## config.mk

```make
export PLATFORM = sky130hd
export DESIGN_NAME = combo_trigger_a_enable
export DESIGN_NICKNAME = d
export VERILOG_FILES = /design/src/logic/trig_a_pkg.sv /design/src/logic/trig_a_select_reg.sv /design/src/logic/trig_a_merge.sv /design/src/logic/combo_trigger_a_enable.sv
export SDC_FILE = /design/constraint.sdc
export NUM_CORES = 1
export LEC_CHECK = 0
export BUFFER_PORTS_ARGS = -buffer_cell sky130_fd_sc_hd__buf_2
export CELL_PAD_IN_SITES_DETAIL_PLACEMENT = 0
export CELL_PAD_IN_SITES_GLOBAL_PLACEMENT = 1
export CORE_MARGIN = 2
export CORE_UTILIZATION = 24
export CTS_BUF_LIST = sky130_fd_sc_hd__clkbuf_4 sky130_fd_sc_hd__clkbuf_8
export DETAILED_ROUTE_END_ITERATION = 6
export GPL_TIMING_DRIVEN = 0
export PLACE_DENSITY = 0.68
export SLEW_MARGIN = 30
export SYNTH_ARGS = -nofsm -noshare
export SYNTH_HDL_FRONTEND = slang
export SYNTH_HIERARCHICAL = 1
export SYNTH_SLANG_ARGS = --single-unit
```

## constraint.sdc

```tcl
create_clock -name clk -period 2.8 [get_ports clk]
set_input_delay 0.56 -clock clk [delete_from_list [all_inputs] [get_ports clk]]
set_output_delay 0.56 -clock clk [all_outputs]
set_load 0.02 [all_outputs]
```

## src/logic/trig_a_pkg.sv

```systemverilog
// package for the combinational trigger a selection stage
// assumes one 25 mhz clock, synchronous active-low reset and an axi4-lite register port
package trig_a_pkg;

	// *********************************************
	// bus geometry
	// *********************************************
	localparam int ADDR_W = 8;
	localparam int DATA_W = 32;
	localparam int STRB_W = 4;
	localparam int GEN_COUNT = 4;

	// *********************************************
	// register offsets (byte addresses)
	// *********************************************
	localparam logic [7:0] SELECT_OFFSET = 8'h00;
	localparam logic [7:0] STATUS_OFFSET = 8'h04;

	// *********************************************
	// select register fields and reset
	// *********************************************
	localparam int SELECT_WIDTH = 16;
	localparam int GEN1_EN_POS = 0;
	localparam int GEN2_EN_POS = 1;
	localparam int GEN3_EN_POS = 2;
	localparam int GEN4_EN_POS = 3;
	localparam logic [3:0] SELECT_RESET = 4'h0;

	// *********************************************
	// status register fields
	// *********************************************
	localparam int STATUS_SRC_POS = 0;
	localparam int STATUS_TRIG_POS = 4;

	// *********************************************
	// bus answers
	// *********************************************
	localparam logic [1:0] RESP_OKAY = 2'h0;
	localparam logic [1:0] RESP_SLVERR = 2'h2;

	// register index returned by the address decoder
	typedef enum logic [1:0] {
		REG_NONE = 2'h0,
		REG_SELECT = 2'h1,
		REG_STATUS = 2'h2
	} reg_sel_t;

	// write and read channel states, one-hot
	typedef enum logic [1:0] {
		WR_IDLE = 2'b01,
		WR_RESP = 2'b10
	} wr_state_t;

	typedef enum logic [1:0] {
		RD_IDLE = 2'b01,
		RD_RESP = 2'b10
	} rd_state_t;

endpackage : trig_a_pkg

```

## src/logic/trig_a_select_reg.sv

```systemverilog
// four enable bits of the trigger a select register
// assumes the bus slave gives a one-cycle write pulse with lane 0 strobe
`timescale 1ns/1ps

module trig_a_select_reg
(
	input wire logic clk,
	input wire logic rst_n,
	input wire logic wr_pulse,
	input wire logic lane0_strb,
	input wire logic [7:0] wr_byte,
	output logic [3:0] en_q
);

	logic [3:0] en_d;

	// only the low nibble exists; bits 15..4 are not stored at all
	always_comb
	begin
		en_d = en_q;
		if (wr_pulse && lane0_strb)
		begin
			en_d = wr_byte[3:0];
		end
	end

	// enables clear at reset
	always_ff @(posedge clk)
	begin
		if (!rst_n)
		begin
			en_q <= trig_a_pkg::SELECT_RESET;
		end
		else
		begin
			en_q <= en_d;
		end
	end

endmodule : trig_a_select_reg

```

## src/logic/trig_a_merge.sv

```systemverilog
// gates each generator trigger with its enable and ors them into trigger a
// assumes generator triggers are synchronous to clk
`timescale 1ns/1ps

module trig_a_merge
(
	input wire logic clk,
	input wire logic rst_n,
	input wire logic [3:0] gen_trig,
	input wire logic [3:0] en,
	output logic [3:0] src_q,
	output logic trig_a_q
);

	logic [3:0] src_d;
	logic trig_a_d;

	// one gate per generator; bit n serves generator n+1
	genvar g;
	generate
		for (g = 0; g < trig_a_pkg::GEN_COUNT; g++)
		begin : gate_gen
			assign src_d[g] = gen_trig[g] & en[g];
		end
	endgenerate

	// the or of enabled sources; nothing enabled leaves trigger a low
	always_comb
	begin
		trig_a_d = |src_d;
	end

	// registered so the output is glitch free, at the cost of one cycle
	always_ff @(posedge clk)
	begin
		if (!rst_n)
		begin
			src_q <= 4'h0;
			trig_a_q <= 1'b0;
		end
		else
		begin
			src_q <= src_d;
			trig_a_q <= trig_a_d;
		end
	end

endmodule : trig_a_merge

```

## src/logic/combo_trigger_a_enable.sv

```systemverilog
// top of the combinational trigger a stage with its axi4-lite register port
// assumes the four generator triggers and the bus are all on clk
//
// The address map and the AXI4-Lite interface to the registers are this design's own decisions.
`timescale 1ns/1ps

// Contract
// - select bit 3 set lets generator 4 trigger into trigger a, clear blocks it
// - select bit 2 set lets generator 3 trigger into trigger a, clear blocks it
// - select bit 1 set lets generator 2 trigger into trigger a, clear blocks it
// - select bit 0 set lets generator 1 trigger into trigger a, clear blocks it
// - trigger a is the or of enabled triggers, low when none enabled
module combo_trigger_a_enable
(
	input wire logic clk,
	input wire logic rst_n,
	input wire logic [3:0] gen_trig,
	output logic trig_a,
	input wire logic [7:0] s_axi_awaddr,
	input wire logic [2:0] s_axi_awprot,
	input wire logic s_axi_awvalid,
	output logic s_axi_awready,
	input wire logic [31:0] s_axi_wdata,
	input wire logic [3:0] s_axi_wstrb,
	input wire logic s_axi_wvalid,
	output logic s_axi_wready,
	output logic [1:0] s_axi_bresp,
	output logic s_axi_bvalid,
	input wire logic s_axi_bready,
	input wire logic [7:0] s_axi_araddr,
	input wire logic [2:0] s_axi_arprot,
	input wire logic s_axi_arvalid,
	output logic s_axi_arready,
	output logic [31:0] s_axi_rdata,
	output logic [1:0] s_axi_rresp,
	output logic s_axi_rvalid,
	input wire logic s_axi_rready
);

	// *********************************************
	// address decode
	// *********************************************

	// word decode shared by the write and read paths; low address bits ignored
	function automatic trig_a_pkg::reg_sel_t decode_addr(input logic [7:0] addr);
		trig_a_pkg::reg_sel_t sel;
		sel = trig_a_pkg::REG_NONE;
		if ({addr[7:2], 2'b00} == trig_a_pkg::SELECT_OFFSET)
		begin
			sel = trig_a_pkg::REG_SELECT;
		end
		else if ({addr[7:2], 2'b00} == trig_a_pkg::STATUS_OFFSET)
		begin
			sel = trig_a_pkg::REG_STATUS;
		end
		return sel;
	endfunction : decode_addr

	// *********************************************
	// datapath instances
	// *********************************************

	logic [3:0] en_q;
	logic [3:0] src_q;
	logic trig_a_q;
	logic sel_wr_pulse;
	// held write payload, declared here because the select register reads it
	logic [31:0] wdata_q;
	logic [3:0] wstrb_q;

	trig_a_select_reg u_select
	(
		.clk(clk),
		.rst_n(rst_n),
		.wr_pulse(sel_wr_pulse),
		.lane0_strb(wstrb_q[0]),
		.wr_byte(wdata_q[7:0]),
		.en_q(en_q)
	);

	trig_a_merge u_merge
	(
		.clk(clk),
		.rst_n(rst_n),
		.gen_trig(gen_trig),
		.en(en_q),
		.src_q(src_q),
		.trig_a_q(trig_a_q)
	);

	// trigger a leaves straight from the merge flop
	assign trig_a = trig_a_q;

	// *********************************************
	// write channel
	// *********************************************

	trig_a_pkg::wr_state_t wr_state_q;
	trig_a_pkg::wr_state_t wr_state_d;
	logic aw_have_q;
	logic aw_have_d;
	logic w_have_q;
	logic w_have_d;
	logic [7:0] awaddr_q;
	logic [7:0] awaddr_d;
	logic [31:0] wdata_d;
	logic [3:0] wstrb_d;
	logic awready_q;
	logic awready_d;
	logic wready_q;
	logic wready_d;
	logic bvalid_q;
	logic bvalid_d;
	logic [1:0] bresp_q;
	logic [1:0] bresp_d;
	logic wr_go;
	trig_a_pkg::reg_sel_t wr_sel;

	// address and data are caught independently, the write commits once both are held
	always_comb
	begin
		wr_state_d = wr_state_q;
		aw_have_d = aw_have_q;
		w_have_d = w_have_q;
		awaddr_d = awaddr_q;
		wdata_d = wdata_q;
		wstrb_d = wstrb_q;
		bvalid_d = bvalid_q;
		bresp_d = bresp_q;
		wr_sel = decode_addr(awaddr_q);
		wr_go = 1'b0;
		sel_wr_pulse = 1'b0;
		case (wr_state_q)
			trig_a_pkg::WR_IDLE:
			begin
				if (s_axi_awvalid && awready_q)
				begin
					aw_have_d = 1'b1;
					awaddr_d = s_axi_awaddr;
				end
				if (s_axi_wvalid && wready_q)
				begin
					w_have_d = 1'b1;
					wdata_d = s_axi_wdata;
					wstrb_d = s_axi_wstrb;
				end
				if (aw_have_q && w_have_q)
				begin
					wr_go = 1'b1;
					aw_have_d = 1'b0;
					w_have_d = 1'b0;
					bvalid_d = 1'b1;
					wr_state_d = trig_a_pkg::WR_RESP;
					// status is read-only: a write there is accepted and dropped
					bresp_d = (wr_sel == trig_a_pkg::REG_NONE) ?
						trig_a_pkg::RESP_SLVERR : trig_a_pkg::RESP_OKAY;
					sel_wr_pulse = (wr_sel == trig_a_pkg::REG_SELECT);
				end
			end
			trig_a_pkg::WR_RESP:
			begin
				if (s_axi_bready)
				begin
					bvalid_d = 1'b0;
					wr_state_d = trig_a_pkg::WR_IDLE;
				end
			end
			default:
			begin
				wr_state_d = trig_a_pkg::WR_IDLE;
				bvalid_d = 1'b0;
			end
		endcase
		// ready only while idle and the holding slot is empty
		awready_d = (wr_state_d == trig_a_pkg::WR_IDLE) && !aw_have_d && !wr_go;
		wready_d = (wr_state_d == trig_a_pkg::WR_IDLE) && !w_have_d && !wr_go;
	end

	// write channel registers
	always_ff @(posedge clk)
	begin
		if (!rst_n)
		begin
			wr_state_q <= trig_a_pkg::WR_IDLE;
			aw_have_q <= 1'b0;
			w_have_q <= 1'b0;
			awaddr_q <= 8'h00;
			wdata_q <= 32'h0000_0000;
			wstrb_q <= 4'h0;
			awready_q <= 1'b0;
			wready_q <= 1'b0;
			bvalid_q <= 1'b0;
			bresp_q <= trig_a_pkg::RESP_OKAY;
		end
		else
		begin
			wr_state_q <= wr_state_d;
			aw_have_q <= aw_have_d;
			w_have_q <= w_have_d;
			awaddr_q <= awaddr_d;
			wdata_q <= wdata_d;
			wstrb_q <= wstrb_d;
			awready_q <= awready_d;
			wready_q <= wready_d;
			bvalid_q <= bvalid_d;
			bresp_q <= bresp_d;
		end
	end

	assign s_axi_awready = awready_q;
	assign s_axi_wready = wready_q;
	assign s_axi_bvalid = bvalid_q;
	assign s_axi_bresp = bresp_q;

	// *********************************************
	// read channel
	// *********************************************

	trig_a_pkg::rd_state_t rd_state_q;
	trig_a_pkg::rd_state_t rd_state_d;
	logic arready_q;
	logic arready_d;
	logic rvalid_q;
	logic rvalid_d;
	logic [31:0] rdata_q;
	logic [31:0] rdata_d;
	logic [1:0] rresp_q;
	logic [1:0] rresp_d;
	trig_a_pkg::reg_sel_t rd_sel;

	// read data is captured at the address handshake and held until taken
	always_comb
	begin
		rd_state_d = rd_state_q;
		rvalid_d = rvalid_q;
		rdata_d = rdata_q;
		rresp_d = rresp_q;
		rd_sel = decode_addr(s_axi_araddr);
		case (rd_state_q)
			trig_a_pkg::RD_IDLE:
			begin
				if (s_axi_arvalid && arready_q)
				begin
					rvalid_d = 1'b1;
					rd_state_d = trig_a_pkg::RD_RESP;
					rdata_d = 32'h0000_0000;
					rresp_d = trig_a_pkg::RESP_OKAY;
					case (rd_sel)
						trig_a_pkg::REG_SELECT:
						begin
							// upper select bits are not stored and read zero
							rdata_d[3:0] = en_q;
						end
						trig_a_pkg::REG_STATUS:
						begin
							rdata_d[trig_a_pkg::STATUS_SRC_POS +: 4] = src_q;
							rdata_d[trig_a_pkg::STATUS_TRIG_POS] = trig_a_q;
						end
						default:
						begin
							rresp_d = trig_a_pkg::RESP_SLVERR;
						end
					endcase
				end
			end
			trig_a_pkg::RD_RESP:
			begin
				if (s_axi_rready)
				begin
					rvalid_d = 1'b0;
					rd_state_d = trig_a_pkg::RD_IDLE;
				end
			end
			default:
			begin
				rd_state_d = trig_a_pkg::RD_IDLE;
				rvalid_d = 1'b0;
			end
		endcase
		// one read in flight: no new address until the data is taken
		arready_d = (rd_state_d == trig_a_pkg::RD_IDLE);
	end

	// read channel registers
	always_ff @(posedge clk)
	begin
		if (!rst_n)
		begin
			rd_state_q <= trig_a_pkg::RD_IDLE;
			arready_q <= 1'b0;
			rvalid_q <= 1'b0;
			rdata_q <= 32'h0000_0000;
			rresp_q <= trig_a_pkg::RESP_OKAY;
		end
		else
		begin
			rd_state_q <= rd_state_d;
			arready_q <= arready_d;
			rvalid_q <= rvalid_d;
			rdata_q <= rdata_d;
			rresp_q <= rresp_d;
		end
	end

	assign s_axi_arready = arready_q;
	assign s_axi_rvalid = rvalid_q;
	assign s_axi_rdata = rdata_q;
	assign s_axi_rresp = rresp_q;

endmodule : combo_trigger_a_enable

```

==> out/results.ini <==
[layout]
antenna_cells = 0
drive_gt1_share_pct = 31.9
layout.nets = 342
syn_to_final_growth_pct = 28.9
n_fill_cell = 785
final_cell_count_no_fill = 369

[global_route]
grt_max_degree = 13
use_met3_pct = 3.09
grt_overflow_total = 0
first_global_vias = 1340
globalRouteMet1Util_pct = 10.7
grt_pass1_wl_um = 6000
grt.total_usage_pct = 8.89
grt.busiest_layer = met2
antenna_found_initial = 0
use_met2_pct = 15.0

[placement]
place.gp.congestion = 0.671
io_buffers = 39
dp.cells = 361
hpwl_um = 2850

[drt]
ant_nets = 0
drc = 0
dr_total_vias = 1404
vias_per_cell = 3.80
drt_first_pass_iters = 4
drt_first_iter_violations = 29
wirelength_um = 3530
routedWlPerCell_um = 9.57

[critical_path]
reg2reg_slack_ns = 0.70
crit_fanout = 7
cp-start-kind = flop
criticalPathCategory = flop to flop
required_ns = 2.99
worstPathArrival_ns = 2.29
end_kind = flop

[flow_run]
cap_viol_max_count = 0

[clock_network]
clock_tree.root_cell = clkbuf_8
cts_buffer_depth = 2
path_clk_slew_ns = 0.08
postCtsResizedCells = 0
htreeDepth = 2
cts_buffers = 5
cts_tree = yes
clk_latency_ns = 0.28
numClockSinks = 38
cts_setup_buffers = 0
cts_hold_buf = 0

[logic_synthesis]
netlist_instances = 195
syn_area_mm2 = 0.00180
synth.avg_cell_area_um2 = 9.22
ys_warn_count = 6

[timing]
slew-limit-headroom_pct = 47.9
slew_viol_final = 0
rsz0062_at_grt = false
setup_viol_count_final = 0
fin_crit_sh_pct = 75.1
hold_viol = 0
fin_skew_ns = 0.0115
worst_slew_pin_slew_ns = 0.774
period_needed_ns = 2.10
tns_ns = 0
fmax_mhz = 476

[floorplanning]
io-pin-count = 111
core_region_area_mm2 = 0.00725
die_area_mm2 = 0.00820
die_y_um = 90.6
row_count = 31
chipWidth_um = 90.6
start_util_pct = 24.8

[status]
status = finished, final reports clean

[power_and_ir_drop]
ir_drop_mv = 0.221
p_per_area_mw_per_mm2 = 641
power.leakage_nw = 1.13

[worst_hold_path]
hold_class = flop to flop

==> state kept, by name, summed over array words and instances, names as in the netlist, 2 cells and up <==
name / cells
wr_state_q: 2
rd_state_q: 2
s_axi_rdata: 5
u_select/en_q: 4
u_merge/src_q: 4
wdata_q: 4
awaddr_q: 6
==> stage by stage <==
step	utilization [%]	power [mW]	hold slack, ns	setup slack, ns	instance area [um2]
final	31.9	1.48	0.449	0.698	2320
after floorplan	-	1.00	0.444	1.04	1900
after global routing	31.9	1.59	0.473	0.471	2320
after detailed placement	30.6	1.12	0.444	0.659	2220
after global placement	30.6	1.11	0.438	0.708	2220
after CTS	31.9	1.50	0.453	0.649	2320
==> cells in the final DEF (no fill, tap or decap), types with 2 or more instances in the layout <==
cell type	instances
buf_2	39
dfxtp_1	38
buf_4	29
conb_1	29
nand2_1	25
mux2i_1	10
nor2b_1	8
inv_1	7
clkbuf_1	7
or4_1	6
a21boi_0	6
a21boi_1	6
clkbuf_8	6
nand3_1	5
and3_1	4
ha_1	4
nand4_1	4
o21ai_2	4
nor2_1	3
nand3b_1	2
a221oi_1	2
and2_1	2
o21a_1	2
a311oi_1	2
nand2b_1	2
o311a_1	2
a22oi_1	2
==> worst max-delay path, cell delays in order (launching register included) <==
cell	delay (ns)
dfxtp_1	0.38
ha_1	0.16
clkbuf_1	0.27
nand3_1	0.21
nor4_1	0.63
and2_4	0.31
o21ai_2	0.06
==> final cells by class <==
class	count	area, um2	area share, %
Sequential cell	38	761	32.8
Clock inverter	2	12.5	0.540
Tap cell	99	124	5.35
Timing Repair Buffer	39	195	8.42
Inverter	7	26.3	1.13
Clock buffer	6	82.6	3.56
Buffer	37	249	10.7
Multi-Input combinational cell	141	867	37.4
==> power breakdown <==
part	internal, mW	total [mW]	switching (mW)
Sequential	0.620	0.670	0.0508
Combinational	0.176	0.431	0.255
Clock	0.198	0.384	0.186
==> worst paths after layout <==
kind / from / to / depth (start not counted)
min: s_axi_rdata[1] / s_axi_rdata[1] / 2
max reg2reg: wr_state_q[0] / u_select/en_q[1] / 6
max: wr_state_q[0] / u_select/en_q[1] / 6
min reg2reg: s_axi_rdata[1] / s_axi_rdata[1] / 2
==> per-layer routing <==
metal  up-vias  share of wire, %
li1        759                 -
met2        40                46
met1       603                47
met5         -                 0
met4         0              0.40
met3         2               6.7
No activity file was read; power rests on OpenSTA's default activity.
